==> config.mk <==
export PLATFORM = sky130hd
export DESIGN_NAME = acs_sequencer
export DESIGN_NICKNAME = d
export VERILOG_FILES = /design/src/shared/acs_pkg.sv /design/src/acs_sequencer.sv
export VERILOG_INCLUDE_DIRS = /design/src /design/src/shared
export SDC_FILE = /design/constraint.sdc
export NUM_CORES = 1
export LEC_CHECK = 0
export ABC_AREA = 1
export BUFFER_PORTS_ARGS = -buffer_cell sky130_fd_sc_hd__buf_2
export CORE_UTILIZATION = 27
export CTS_CLUSTER_DIAMETER = 120
export DETAILED_ROUTE_END_ITERATION = 8
export SETUP_SLACK_MARGIN = 0.5
export SLEW_MARGIN = 20
export SYNTH_ARGS = -nofsm -noshare
export SYNTH_HDL_FRONTEND = slang
export SYNTH_SLANG_ARGS = --single-unit
==> constraint.sdc <==
create_clock -name hclk -period 2.75 [get_ports hclk]
set_clock_uncertainty 0.15 [all_clocks]
set_input_delay 0.55 -clock hclk [delete_from_list [all_inputs] [get_ports hclk]]
set_output_delay 0.55 -clock hclk [all_outputs]
set_load 0.02 [all_outputs]
==> src/shared/acs_cfg.svh <==
// Purpose: Offsets, field positions, reset values and timing for the
//          conversion sequencer.
// Assumes: Byte addresses on a 32-bit AHB-Lite bus.
// Notes:   Definitions only.
`ifndef ACS_CFG_SVH
`define ACS_CFG_SVH

`define ACS_OFS_RES_HI     12'h000
`define ACS_OFS_RES_LO     12'h004
`define ACS_OFS_CTRL0      12'h008
`define ACS_OFS_CTRL1      12'h00C
`define ACS_OFS_CTRL2      12'h010
`define ACS_OFS_STAT       12'h014
`define ACS_OFS_PORT       12'h018

// Channel and run control
`define ACS_C0_ON          0
`define ACS_C0_GO          1
`define ACS_C0_MASK        8'h3F
// Reference and pin configuration
`define ACS_C1_MASK        8'h3F
`define ACS_PCFG_ANALOG    4'h0
`define ACS_PCFG_DIGITAL   4'h7
// Timing and format
`define ACS_C2_MASK        8'hBF
`define ACS_C2_JUST        7
`define ACS_STAT_DONE      0
`define ACS_CCP_SPECIAL    4'hB

`define ACS_CONV_TADS      4'hB
`define ACS_WAIT_TADS      4'h2
`define ACS_DISCH_TADS     4'h1
`define ACS_RC_TAD_NS      1200
`define ACS_CLK_NS         5
`define ACS_RC_TAD_CYC     ((`ACS_RC_TAD_NS + `ACS_CLK_NS - 1) / `ACS_CLK_NS)
`define ACS_RC_START_CYC   8'h04

`endif

==> src/shared/acs_pkg.sv <==
// Purpose: Types shared by the conversion sequencer.
// Assumes: Nothing beyond the cfg header.
// Notes:   State encoding left to the tool.
package acs_pkg;

   typedef enum logic [2:0] {
      ACS_IDLE,
      ACS_DELAY,
      ACS_DISCH,
      ACS_ACQ,
      ACS_CONV,
      ACS_WAIT
   } acs_state_e;

   typedef struct packed {
      acs_state_e  state;
      logic [7:0]  res_hi;
      logic [7:0]  res_lo;
      logic [7:0]  ctrl0;
      logic [7:0]  ctrl1;
      logic [7:0]  ctrl2;
      logic        done_flag;
      logic [10:0] tad_cnt;
      logic [4:0]  bit_cnt;
      logic [9:0]  sar;
      logic        hsel_d;
      logic        hwrite_d;
      logic [11:0] haddr_d;
      logic [31:0] hrdata;
      logic        pcfg_init;
   } acs_state_s;

endpackage

==> src/acs_sequencer.sv <==
// Purpose: Sequencer and register file around a 10-bit SAR converter.
// Assumes: Synchronous inputs, AHB-Lite single word transfers.
// Notes:   Zero wait states; comparator decision is an input.
`timescale 1ns/10ps
`include "acs_cfg.svh"

// Behaviour
// - Clock select picks oscillator divider or RC
// - Conversion lasts eleven bit periods
// - Completion loads result, clears request, flags
// - Programmed acquisition precedes automatic conversion
// - Code zero delays start one instruction
// - Code zero starts after following instruction
// - Code 010 gives four bit periods
// - Clearing request aborts, results untouched
// - Two bit period wait after conversion
// - Then acquisition restarts automatically
// - Discharge capacitor array before each sample
// - Compare trigger in mode 1011 starts conversion
// - Compare trigger resets timer counter
// - Trigger ignored when off, timer still reset
// - Sequencing ignores channel and direction bits
// - Analog pins read zero on port
// - Strap sets reset value of pin config
module acs_sequencer
   import acs_pkg::*;
#(
   parameter int unsigned OSC_DIV_W = 11,
   parameter int unsigned INSN_CYC  = 4
)(
   input  wire logic        hclk,
   input  wire logic        hresetn,
   input  wire logic        hsel,
   input  wire logic [31:0] haddr,
   input  wire logic [1:0]  htrans,
   input  wire logic        hwrite,
   input  wire logic [2:0]  hsize,
   input  wire logic [31:0] hwdata,
   input  wire logic        hready,
   output logic      [31:0] hrdata,
   output logic             hreadyout,
   output logic             hresp,
   input  wire logic        rc_tick,
   input  wire logic        cmp_decision,
   input  wire logic        ccp_special_event,
   input  wire logic [3:0]  compare_unit_mode,
   input  wire logic        portb_analog_reset_select,
   input  wire logic [12:0] pin_level,
   output logic             sample_switch,
   output logic             discharge,
   output logic [9:0]       sar_code,
   output logic [3:0]       channel_select,
   output logic             timer_counter_reset,
   output logic             conversion_done_irq_flag
);

   acs_state_s r, n;
   logic       tad_tick;
   logic       go_wr;
   logic       go_clr;
   logic       trig;
   logic [10:0] tad_div;
   logic [4:0]  acq_tads;
   logic [7:0]  wval;
   logic [12:0] analog_mask;

   ////////////////////////////////////////////////////////////////////
   // Clock select and acquisition lookups
   function automatic logic [10:0] div_of(input logic [2:0] cs);
      case (cs)
         3'h0:    div_of = 11'h002;
         3'h1:    div_of = 11'h008;
         3'h2:    div_of = 11'h020;
         3'h4:    div_of = 11'h004;
         3'h5:    div_of = 11'h010;
         3'h6:    div_of = 11'h040;
         default: div_of = 11'h000;
      endcase
   endfunction

   function automatic logic [4:0] acq_of(input logic [2:0] aq);
      case (aq)
         3'h1:    acq_of = 5'h02;
         3'h2:    acq_of = 5'h04;
         3'h3:    acq_of = 5'h06;
         3'h4:    acq_of = 5'h08;
         3'h5:    acq_of = 5'h0C;
         3'h6:    acq_of = 5'h10;
         3'h7:    acq_of = 5'h14;
         default: acq_of = 5'h00;
      endcase
   endfunction

   function automatic logic [12:0] amask(input logic [3:0] pc);
      logic [12:0] m;
      m = '0;
      for (int i = 0; i < 13; i++) begin
         m[i] = (int'(pc) <= 14 - i) && (pc != 4'hF);
      end
      amask = m;
   endfunction

   assign tad_div  = div_of(r.ctrl2[2:0]);
   assign acq_tads = acq_of(r.ctrl2[5:3]);
   // RC codes step on the RC tick, others on divided oscillator
   assign tad_tick = (tad_div == 11'h000) ? rc_tick :
                     (r.tad_cnt == tad_div - 11'h001);
   assign analog_mask = amask(r.ctrl1[3:0]);
   assign trig = ccp_special_event &&
                 (compare_unit_mode == `ACS_CCP_SPECIAL);

   ////////////////////////////////////////////////////////////////////
   // Bus decode
   assign wval = hwdata[7:0];
   assign go_wr  = r.hsel_d && r.hwrite_d && r.haddr_d == `ACS_OFS_CTRL0 &&
                   wval[`ACS_C0_GO];
   assign go_clr = r.hsel_d && r.hwrite_d && r.haddr_d == `ACS_OFS_CTRL0 &&
                   !wval[`ACS_C0_GO];

   always_comb begin
      n = r;
      n.hsel_d   = hsel && hready && htrans[1];
      n.hwrite_d = hwrite;
      n.haddr_d  = haddr[11:0];
      if (!r.pcfg_init) begin
         n.pcfg_init = 1'b1;
         n.ctrl1[3:0] = portb_analog_reset_select ? `ACS_PCFG_ANALOG
                                                  : `ACS_PCFG_DIGITAL;
      end
      if (r.hsel_d && r.hwrite_d) begin
         case (r.haddr_d)
            `ACS_OFS_RES_HI: n.res_hi = wval;
            `ACS_OFS_RES_LO: n.res_lo = wval;
            `ACS_OFS_CTRL0:  n.ctrl0  = wval & `ACS_C0_MASK;
            `ACS_OFS_CTRL1:  n.ctrl1  = wval & `ACS_C1_MASK;
            `ACS_OFS_CTRL2:  n.ctrl2  = wval & `ACS_C2_MASK;
            `ACS_OFS_STAT:   n.done_flag = wval[`ACS_STAT_DONE];
            default: ;
         endcase
      end
      // trigger only acts while powered on
      if (trig && r.ctrl0[`ACS_C0_ON]) begin
         n.ctrl0[`ACS_C0_GO] = 1'b1;
      end
      n.tad_cnt = tad_tick ? 11'h000 : r.tad_cnt + 11'h001;
      case (r.state)
         ACS_IDLE: begin
            n.tad_cnt = 11'h000;
            n.bit_cnt = 5'h00;
            if (n.ctrl0[`ACS_C0_GO] && r.ctrl0[`ACS_C0_ON]) begin
               // code zero defers by one instruction time
               n.state = (acq_tads == 5'h00) ? ACS_DELAY : ACS_DISCH;
            end
         end
         ACS_DELAY: begin
            // Discharge must start on a fresh bit period
            n.tad_cnt = 11'h000;
            n.bit_cnt = r.bit_cnt + 5'h01;
            if (r.bit_cnt == 5'(INSN_CYC - 1)) begin
               n.bit_cnt = 5'h00;
               n.state   = ACS_DISCH;
            end
         end
         ACS_DISCH: begin
            // First RC tick only starts the clock, so no partial period
            if (tad_tick && tad_div == 11'h000 && r.bit_cnt == 5'h00) begin
               n.bit_cnt = 5'h01;
            end else if (tad_tick) begin
               n.state   = (acq_tads == 5'h00) ? ACS_CONV : ACS_ACQ;
               n.bit_cnt = 5'h00;
               n.sar     = 10'h200;
            end
         end
         ACS_ACQ: begin
            if (tad_tick) begin
               n.bit_cnt = r.bit_cnt + 5'h01;
               if (r.bit_cnt == acq_tads - 5'h01) begin
                  n.state   = ACS_CONV;
                  n.bit_cnt = 5'h00;
               end
            end
         end
         ACS_CONV: begin
            if (tad_tick) begin
               n.bit_cnt = r.bit_cnt + 5'h01;
               if (r.bit_cnt >= 5'h01 && r.bit_cnt <= 5'h0A) begin
                  for (int b = 0; b < 10; b++) begin
                     if (b == 10 - int'(r.bit_cnt)) begin
                        n.sar[b] = cmp_decision;
                        if (b > 0) n.sar[b-1] = 1'b1;
                     end
                  end
               end
               if (r.bit_cnt == 5'(`ACS_CONV_TADS) - 5'h01) begin
                  if (r.ctrl2[`ACS_C2_JUST]) begin
                     n.res_hi = {6'h00, n.sar[9:8]};
                     n.res_lo = n.sar[7:0];
                  end else begin
                     n.res_hi = n.sar[9:2];
                     n.res_lo = {n.sar[1:0], 6'h00};
                  end
                  n.ctrl0[`ACS_C0_GO] = 1'b0;
                  n.done_flag = 1'b1;
                  n.state     = ACS_WAIT;
                  n.bit_cnt   = 5'h00;
               end
            end
         end
         ACS_WAIT: begin
            if (tad_tick) begin
               n.bit_cnt = r.bit_cnt + 5'h01;
               if (r.bit_cnt == 5'(`ACS_WAIT_TADS) - 5'h01) begin
                  n.state = ACS_IDLE;
               end
            end
         end
         default: n.state = ACS_IDLE;
      endcase
      if ((go_clr || !n.ctrl0[`ACS_C0_ON]) &&
          r.state != ACS_IDLE && r.state != ACS_WAIT) begin
         n.ctrl0[`ACS_C0_GO] = 1'b0;
         n.state   = ACS_WAIT;
         n.bit_cnt = 5'h00;
         n.res_hi  = (r.hsel_d && r.hwrite_d &&
                      r.haddr_d == `ACS_OFS_RES_HI) ? wval : r.res_hi;
         n.res_lo  = (r.hsel_d && r.hwrite_d &&
                      r.haddr_d == `ACS_OFS_RES_LO) ? wval : r.res_lo;
      end
      if (!r.ctrl0[`ACS_C0_ON] && r.state == ACS_IDLE) begin
         n.ctrl0[`ACS_C0_GO] = 1'b0;
      end
      n.hrdata = 32'h0000_0000;
      if (hsel && hready && htrans[1] && !hwrite) begin
         case (haddr[11:0])
            `ACS_OFS_RES_HI: n.hrdata[7:0] = n.res_hi;
            `ACS_OFS_RES_LO: n.hrdata[7:0] = n.res_lo;
            `ACS_OFS_CTRL0:  n.hrdata[7:0] = n.ctrl0;
            `ACS_OFS_CTRL1:  n.hrdata[7:0] = n.ctrl1;
            `ACS_OFS_CTRL2:  n.hrdata[7:0] = n.ctrl2;
            `ACS_OFS_STAT:   n.hrdata[0]   = n.done_flag;
            `ACS_OFS_PORT:   n.hrdata[12:0] = pin_level & ~analog_mask;
            default: ;
         endcase
      end
   end

   always_ff @(posedge hclk or negedge hresetn) begin
      if (!hresetn) begin
         r <= '0;
      end else begin
         r <= n;
      end
   end

   ////////////////////////////////////////////////////////////////////
   // Outputs
   assign hrdata    = r.hrdata;
   assign hreadyout = 1'b1;
   assign hresp     = 1'b0;
   // No sampling during the post-conversion wait
   assign sample_switch = (r.state == ACS_IDLE || r.state == ACS_DELAY ||
                           r.state == ACS_ACQ);
   assign discharge = (r.state == ACS_DISCH);
   assign sar_code  = r.sar;
   assign channel_select = r.ctrl0[5:2];
   assign timer_counter_reset = trig;
   assign conversion_done_irq_flag = r.done_flag;

endmodule

== After elaboration in Yosys (flattened, before gate mapping) ==
Cells that the tools add are included.

* RAM bits: 0
* Bits in registers: 98
* Output and inout bits: 52
* Bits in latches: 0
* Input port bits: 95
* Memories kept: 0
* Logic and storage cells: 225
* ROM bits: 0

* Div/mod/pow operators: 0
* Mux-type cells: 77
* Reductions and logical operators: 52
* Bitwise gates (word level): 2
* Multipliers: 0
* Add/sub/neg operators: 5
* $lt $le $gt $ge: 15
* Shift operators: 0
* Equal/unequal tests: 59

{| class="wikitable"
|+ Operators by type and width
! operator !! count
|-
| 7-bit one-hot mux with 6 select lines || 2
|-
| 12-bit by 5-bit == test with 1-bit output (second input constant) || 5
|-
| 19-bit 2-to-1 mux || 3
|-
| 8-bit 2-to-1 mux || 7
|-
| 12-bit by 4-bit == test with 1-bit output (second input constant) || 4
|-
| 41-bit 2-to-1 mux || 1
|-
| 5-bit 2-to-1 mux || 8
|-
| 2-bit 2-to-1 mux || 19
|-
| 5-bit one-hot mux with 7 select lines || 1
|-
| 32-bit zero test || 1
|-
| 16-bit 2-to-1 mux || 2
|-
| 1-bit logical AND || 30
|-
| 15-bit 2-to-1 mux || 2
|-
| 3-bit 2-to-1 mux || 10
|-
| 5-bit one-hot mux with 6 select lines || 1
|-
| 4-bit less-or-equal comparator (second input constant) || 7
|-
| 3-bit == test (second input constant) || 9
|-
| 3-bit != test (second input constant) || 9
|-
| 12-bit by 3-bit == test with 1-bit output (second input constant) || 2
|-
| 4-bit by 6-bit == test with 1-bit output (first input constant) || 4
|-
| 12-bit zero test || 2
|-
| 11-bit 2-to-1 mux || 2
|-
| 10-bit 2-to-1 mux || 2
|-
| 10-bit one-hot mux with 2 select lines || 1
|-
| other kinds (45) || 76
|}

== Logic depth before layout (Yosys ltp) ==
Gate-level depths: netlist (run 1).

* Word-level depth: 29
* Depth in mapped cells: 17
* Gate-level depth less buffers: 17

== Worst setup path before layout (run 1) ==
No wires, ideal clock.

* Path kind: register to register
* Start: register r[114] (netlist name)
* End: register r (netlist bit sar_code[0])
* Arrival time: 1.861 ns
* Path buffers: 1
* Clock period less this slack: 2.094 ns
* Data required time: 2.518 ns
* Slack: 0.656 ns
* Cell stages (with the launch flop): 9
* Setup time: 0.082 ns
* Path through: dfrtp_1 > buf_2 > nor3_1 > nand2_1 > nand2_1 > inv_1 > nand2_1 > inv_1 > o22ai_1

* Word-level cells in the longest chain between the ends: 3
* Elaborated cells between the ends (all ways): 8
* Classes of those cells: 5 x eq/ne; 1 x mux; 2 x reduce/logical

{| class="wikitable"
|+ RTL lines
! what !! RTL line !! text
|-
| start: declaration || acs_sequencer.sv:57 || <nowiki>acs_state_s r, n;</nowiki>
|-
| start signal: assignment || acs_sequencer.sv:251 || <nowiki>r <= n;</nowiki>
|-
| 3-bit by 2-bit == test with 1-bit output (*) || -- ||
|-
| via discharge || acs_sequencer.sv:50 || <nowiki>output logic discharge,</nowiki>
|-
| 2-bit != test (no source line) (tied with other cells) || -- ||
|-
| 4-bit AND reduction (no source line) || -- ||
|}

Mark *: on every way through the listed nets, which the timed path passes. The rest lies on a longest branch.
A chain may end at the register's enable or synchronous reset.

==> results.py, run 1 <==
metrics = {
    "run_status": {
        "status": "completed",
    },
    "clock_network": {
        "cts_tree": "yes",
        "insertion_delay_ns": 0.35,
        "clkSinkCount": 98,
        "cts_made_buffers": 9,
        "htree_num_levels": 3,
        "cts_hold_buf": 0,
        "clockRootBuffer": "clkbuf_16",
        "path_clk_slew_ns": 0.07,
        "cts_buffer_depth": 2,
    },
    "worst_setup_path": {
        "crit_type": "reg2reg",
        "r2r_cells": 15,
        "startpoint": "r[58]",
        "cp.required_ns": 2.89,
        "critPathLaunchType": "flip-flop",
        "worst-endpoint-arrival_ns": 2.39,
        "cp-end-kind": "flip-flop",
        "crit_path_end": "hrdata[5]",
        "r2r_slack_ns": 0.49,
        "cp_max_fo": 4,
        "r2r_end": "hrdata[5]",
        "rr_startpoint": "r[58]",
    },
    "grt": {
        "antenna_found_initial": 0,
        "grtUsageMet3": 0.0238,
        "grt-ovfl-total": 0,
        "gr-usage-all-layers": 0.150,
        "grt_pass1_vias": 5239,
        "grt_max_degree": 46,
        "grt_pass1_wl_um": 27500,
        "top_usage_layer": "met2",
        "gr-usage-met1": 0.197,
        "use_met2": 0.246,
    },
    "timing": {
        "slew_viol_final": 0,
        "max_freq_mhz": 443,
        "post-route-period-util": 0.821,
        "finalHoldViolCount": 0,
        "fin_ws_ns": 0.491,
        "tightest_slew_ns": 0.684,
        "slew_headroom": 0.540,
        "tns_ns": 0,
        "whs_ns": 0.0521,
        "rsz0062_at_grt": "yes",
        "setup_viol": 0,
        "min_period_ns": 2.26,
    },
    "die": {
        "die_h_um": 153,
        "core_sq_um": 22200,
        "ios": 147,
        "die_area_sq_um": 23500,
        "start_util": 0.279,
        "rows": 54,
        "die_w_um": 153,
    },
    "finish": {
        "final_nets": 1037,
        "area.growth.synth_to_final_pct": 21.0,
        "drive_gt1_frac": 0.267,
        "final_common_cell": "nand2_1",
        "final_area_sq_um": 7480,
        "fin_util": 0.337,
        "final_cell_mix": "nand2_1 (185), inv_1 (108), dfrtp_1 (89)",
        "diodes": 0,
    },
    "routing": {
        "routed_wl_um": 17200,
        "drtIter0Drc": 308,
        "firstDrtPassIters": 6,
        "ant_nets": 0,
        "vias": 5571,
        "viasPerCell": 4.59,
        "wire_per_inst_um": 14.1,
        "drc_errors": 0,
    },
    "synth": {
        "yosysWarningCount": 0,
        "synthArstFlopShare": 1.00,
        "synth.ff_latch_count": 98,
        "synth_top_area_share": 0.397,
        "syn_avg_cell_area_sq_um": 7.29,
        "synth_cell_type_count": 44,
        "synthCells": 848,
        "synth_ff_type": "dfrtp_1",
        "synth-edff-count": 0,
        "syn_area_sq_um": 6180,
        "synth_top_area_cell": "dfrtp_1",
        "synth_area_leaders": "dfrtp_1 (40%), nand2_1 (12%), inv_1 (7.2%), nand3_1 (6.3%), buf_4 (5.8%)",
        "ys_seq_area_frac": 0.397,
    },
    "power_and_ir_drop": {
        "irDropWorstVdd_mv": 0.306,
        "power_density_nw_per_um2": 380,
        "p_leak_nw": 3.90,
    },
    "worst_hold_path": {
        "hp-class": "in2async",
    },
    "placed_design": {
        "finalWeightedCongestion": 0.855,
        "dp_slack_ns": 0.201,
        "place_hpwl_um": 12900,
        "io_buffers": 77,
        "dpl_cell_area_sq_um": 6640,
    },
    "flow_run": {
        "maxCapViolCount": 0,
    },
}
## report_power, final
| group | internal [mW] | total (mW) | switching [mW] |
|---|---|---|---|
| Clock | 0.626 | 1.17 | 0.544 |
| Sequential | 1.46 | 1.48 | 0.0196 |
| Combinational | 0.0558 | 0.194 | 0.138 |
| Total | 2.14 | 2.84 | 0.702 |
## flip-flops by register name (all words and copies together) (netlist names)
signal	flops
channel_select	4
conversion_done_irq_flag	1
hrdata	13
sar_code	10
r	70
## cell type report
type                    count  area [sq um]
fillers                  2344         14700
multi-input cells         585          3220
flip-flops and latches     98          2460
repair buffers            115           719
inverters                 123           464
well taps                 280           350
clock buffers              11           243
clock inverters             3          17.5
## cell usage after synthesis, types with 3 or more instances
master / number
dfrtp_1: 98
nand3_2: 10
inv_2: 4
a21oi_1: 23
o22ai_1: 4
nor3b_1: 3
nand3b_1: 4
xor2_1: 9
nand3_1: 78
buf_4: 48
a211oi_1: 4
nor2_1: 91
ha_1: 10
inv_1: 119
nor2_2: 5
o2111ai_1: 3
nand4_1: 9
o211ai_1: 7
nand2_1: 204
buf_2: 6
nand2_2: 8
clkbuf_1: 7
nor3_1: 13
o21ai_0: 50
a22o_1: 3
## repair_timing
action	in CTS	in global routing
pin swaps	10	26
setup buffers	14	11
endpoints found under the setup margin	18	30
cloned	2	0
gates resized for setup	45	68
## per-stage QoR
stage | power [mW] | cells
detailed placement | 1.70 | 1174
global placement | 1.69 | 1174
global route | 2.97 | 1215
floorplan | 1.62 | 868
CTS | 2.87 | 1204
finish | 2.84 | 1215
## how the worst min path moves through the flow
| stage | startpoint | end | slack, ns | depth (start not counted) |
|---|---|---|---|---|
| detailed placement | r[88] | r[88] | 0.30 | 2 |
| global placement | r[88] | r[88] | 0.30 | 2 |
| CTS | hresetn | r[44] | 0.07 | 1 |
| floorplan | hresetn | channel_select[0] | 0.10 | 0 |
| global route | hresetn | r[33] | 0.09 | 1 |
| finish | hresetn | r[46] | 0.05 | 1 |
## kinds of logic (layout without fill, tap and decap cells)
family                   after synthesis  count (layout)  share of synthesized area
AO/OA/AOI/OAI                        102             102                     0.0954
flip-flops                            98              98                      0.397
other                                  2              22                    0.00122
adder cells (fa/ha/maj)               10              10                     0.0202
AND/OR/NAND/NOR                      438             440                      0.322
XOR/XNOR                              11              11                     0.0156
buffers and inverters                187             252                      0.149
## worst max-delay path, cell delays in order (launching register included)
cell and delay [ns]:
dfrtp_2 0.46, ha_4 0.19, inv_4 0.06, nand2_4 0.06, nand2_4 0.08, nand3_4 0.12
nor2_4 0.18, nand2_2 0.10, o211ai_1 0.19, buf_4 0.17, nand3_1 0.09, nand2_2 0.09
nand2_1 0.05, nand3_1 0.09, nand2_2 0.07, inv_1 0.05
## metal layers
layer | wire [um] | up-vias
met5 | 0 | -
met4 | 406 | 0
met3 | 986 | 23
met2 | 8050 | 171
met1 | 7740 | 2574
li1 | - | 2803
No activity file was read; power rests on OpenSTA's default activity.
==> run 2: changes to the inputs <==
==> constraint.sdc (replaced) <==
create_clock -name hclk -period 2 [get_ports hclk]
set_clock_uncertainty 0.15 [all_clocks]
set_input_delay 0.4 -clock hclk [delete_from_list [all_inputs] [get_ports hclk]]
set_output_delay 0.4 -clock hclk [all_outputs]
set_load 0.02 [all_outputs]
==> run 2 against run 1 <==
Highest routed layer unchanged. Largest cell class unchanged. Clock power grew 61%. Die area is the same. Critical path depth shrank 2. The run now ends with setup timing left. Utilization grew 9.5 points. Final area grew 28%. Sequential cell count is the same. Critical path type unchanged. Clock-buffer cell count shrank 1.
==> results.py, run 2 (synthesized netlist as in run 1, its figures left out) <==
metrics = {
    "run_status": {
        "status": "finished with violations",
        "violations": "setup timing",
    },
    "worst_setup_path": {
        "r2r_cells": 13,
        "critPathLaunchType": "flip-flop",
        "cp_max_fo": 6,
        "path_common_cell": "nand2_2",
        "r2r_slack_ns": -0.27,
        "cp-end-kind": "flip-flop",
        "crit_family": "simple AND/OR/NAND/NOR gates",
        "cp.required_ns": 2.12,
        "critPathMaxStageDelay_ns": 0.37,
        "crit_slowest_cell": "dfrtp_1",
        "path_cells": "nor2_2 > nand3_2 > nor2_4 > nand2_2 > nand2_2 > nand3_4 > nor2_4 > nand3_2 > nand2_2 > nand2_1 > nand2_1 > nor2_1 > nor2_2",
        "cp_num_buf_inv": 0,
        "worst-endpoint-arrival_ns": 2.39,
        "crit_type": "reg2reg",
        "rr_startpoint": "r[40]",
        "r2r_end": "hrdata[6]",
    },
    "die": {
        "die_h_um": 153,
        "die_w_um": 153,
        "start_util": 0.279,
        "ios": 147,
        "rows": 54,
        "core_sq_um": 22200,
        "die_area_sq_um": 23500,
    },
    "routing": {
        "ant_nets": 0,
        "vias": 6309,
        "wire_per_inst_um": 13.8,
        "routed_wl_um": 19000,
        "drtIter0Drc": 427,
        "drc_errors": 0,
        "viasPerCell": 4.58,
        "firstDrtPassIters": 5,
    },
    "grt": {
        "grt_max_degree": 31,
        "grt_pass1_wl_um": 29600,
        "grt_pass1_vias": 5945,
        "antenna_found_initial": 0,
        "grt-ovfl-total": 0,
        "gr-usage-all-layers": 0.159,
    },
    "worst_hold_path": {
        "min_from": "hwrite",
        "hold_depth": 1,
        "hp-class": "in2reg",
        "hold_end": "r[45]",
    },
    "timing": {
        "post-route-period-util": 1.13,
        "max_freq_mhz": 441,
        "rsz0062_at_grt": "yes",
        "setup_viol": 29,
        "min_period_ns": 2.27,
        "slew_viol_final": 0,
        "finalHoldViolCount": 0,
        "fin_ws_ns": -0.269,
        "whs_ns": 0.0134,
    },
    "clock_network": {
        "cts_made_buffers": 9,
        "cts_tree": "yes",
        "htree_num_levels": 3,
        "clockRootBuffer": "clkbuf_16",
        "clkSinkCount": 98,
        "cts_buffer_depth": 2,
        "insertion_delay_ns": 0.36,
        "path_clk_slew_ns": 0.07,
    },
    "finish": {
        "largest_register_ffs": 70,
        "final_common_cell": "nand2_1",
        "diodes": 0,
        "stdcell_count": 1377,
        "final_cell_mix": "nand2_1 (161), buf_4 (150), inv_1 (99)",
        "drive_gt1_frac": 0.456,
        "area.growth.synth_to_final_pct": 55.1,
        "final_nets": 1197,
        "regMostFlops": "r",
    },
    "placed_design": {
        "dp_slack_ns": -0.300,
        "finalWeightedCongestion": 0.871,
        "place_hpwl_um": 13800,
        "placed_cells": 1307,
        "io_buffers": 77,
    },
    "power_and_ir_drop": {
        "irDropWorstVdd_mv": 0.395,
        "p_leak_nw": 4.80,
        "power_density_nw_per_um2": 448,
    },
    "flow_run": {
        "maxCapViolCount": 0,
    },
}
run 2: cell types whose count changed in the layout (fill, tap and decap cells not counted), moves of 9 or more:
cell     before  now
buf_4        33  150
buf_6         5   44
nand2_1     185  161
nor2_1       76   55
o21ai_0      45   25
nand2_2      23   40
nor2_4       10   24
o21ai_2       1   15
nand3_1      64   51
buf_2        75   64
nand3_2      19   29
inv_1       108   99
run 2: worst max path at each step:
stage                     slack, ns  cells after the start   endpoint  start
after global routing          -0.46                     12  hrdata[7]  r[40]
final                         -0.27                     13  hrdata[6]  r[40]
after CTS                     -0.23                     14  hrdata[3]  r[57]
after detailed placement      -0.30                     12  hrdata[1]  r[42]
after floorplan                0.02                     14  hrdata[3]  r[58]
after global placement        -0.29                     10  hrdata[2]  r[42]
run 2: cell type report:
class,instances,area [sq um]
fillers,2144,12600
flip-flops and latches,98,2460
well taps,280,350
multi-input cells,587,3830
clock buffers,10,229
repair buffers,273,2140
inverters,123,485
clock inverters,6,88.8
run 2: metal layers:
layer	part of all wire	wire, um	vias up	global-route usage
li1	-	-	3131	-
met1	0.45	8640	2997	0.213
met2	0.48	9190	163	0.264
met3	0.049	934	18	0.0286
met4	0.012	235	0	0.0394
met5	0	0	-	0
run 2: power by group:
group / total [mW] / internal [mW] / switching (mW)
Sequential: 2.03 / 2.01 / 0.0225
Clock: 1.88 / 1.10 / 0.778
Combinational: 0.384 / 0.152 / 0.233
run 2: metrics by stage:
| step | total power, mW | cell area [sq um] | TNS (ns) | util |
|---|---|---|---|---|
| 6_report | 4.29 | 9580 | -4.49 | 0.432 |
| 2_1_floorplan | 2.23 | 6440 | 0 | - |
| 5_1_grt | 4.45 | 9580 | -10.38 | 0.432 |
| 3_3_place_gp | 2.39 | 7840 | -3.05 | 0.354 |
| 4_1_cts | 4.31 | 8790 | -3.35 | 0.397 |
| 3_5_place_dp | 2.39 | 7840 | -3.72 | 0.354 |
run 2: what timing repair did:
action | 4_1_cts | 5_1_grt
resized for setup | 120 | 156
gates cloned | 1 | 3
pin swaps | 33 | 34
endpoints found under the setup margin | 78 | 90
buffers inserted | 17 | 25
hold buffers | 8 | 0
hold endpoints to repair | 33 | 0
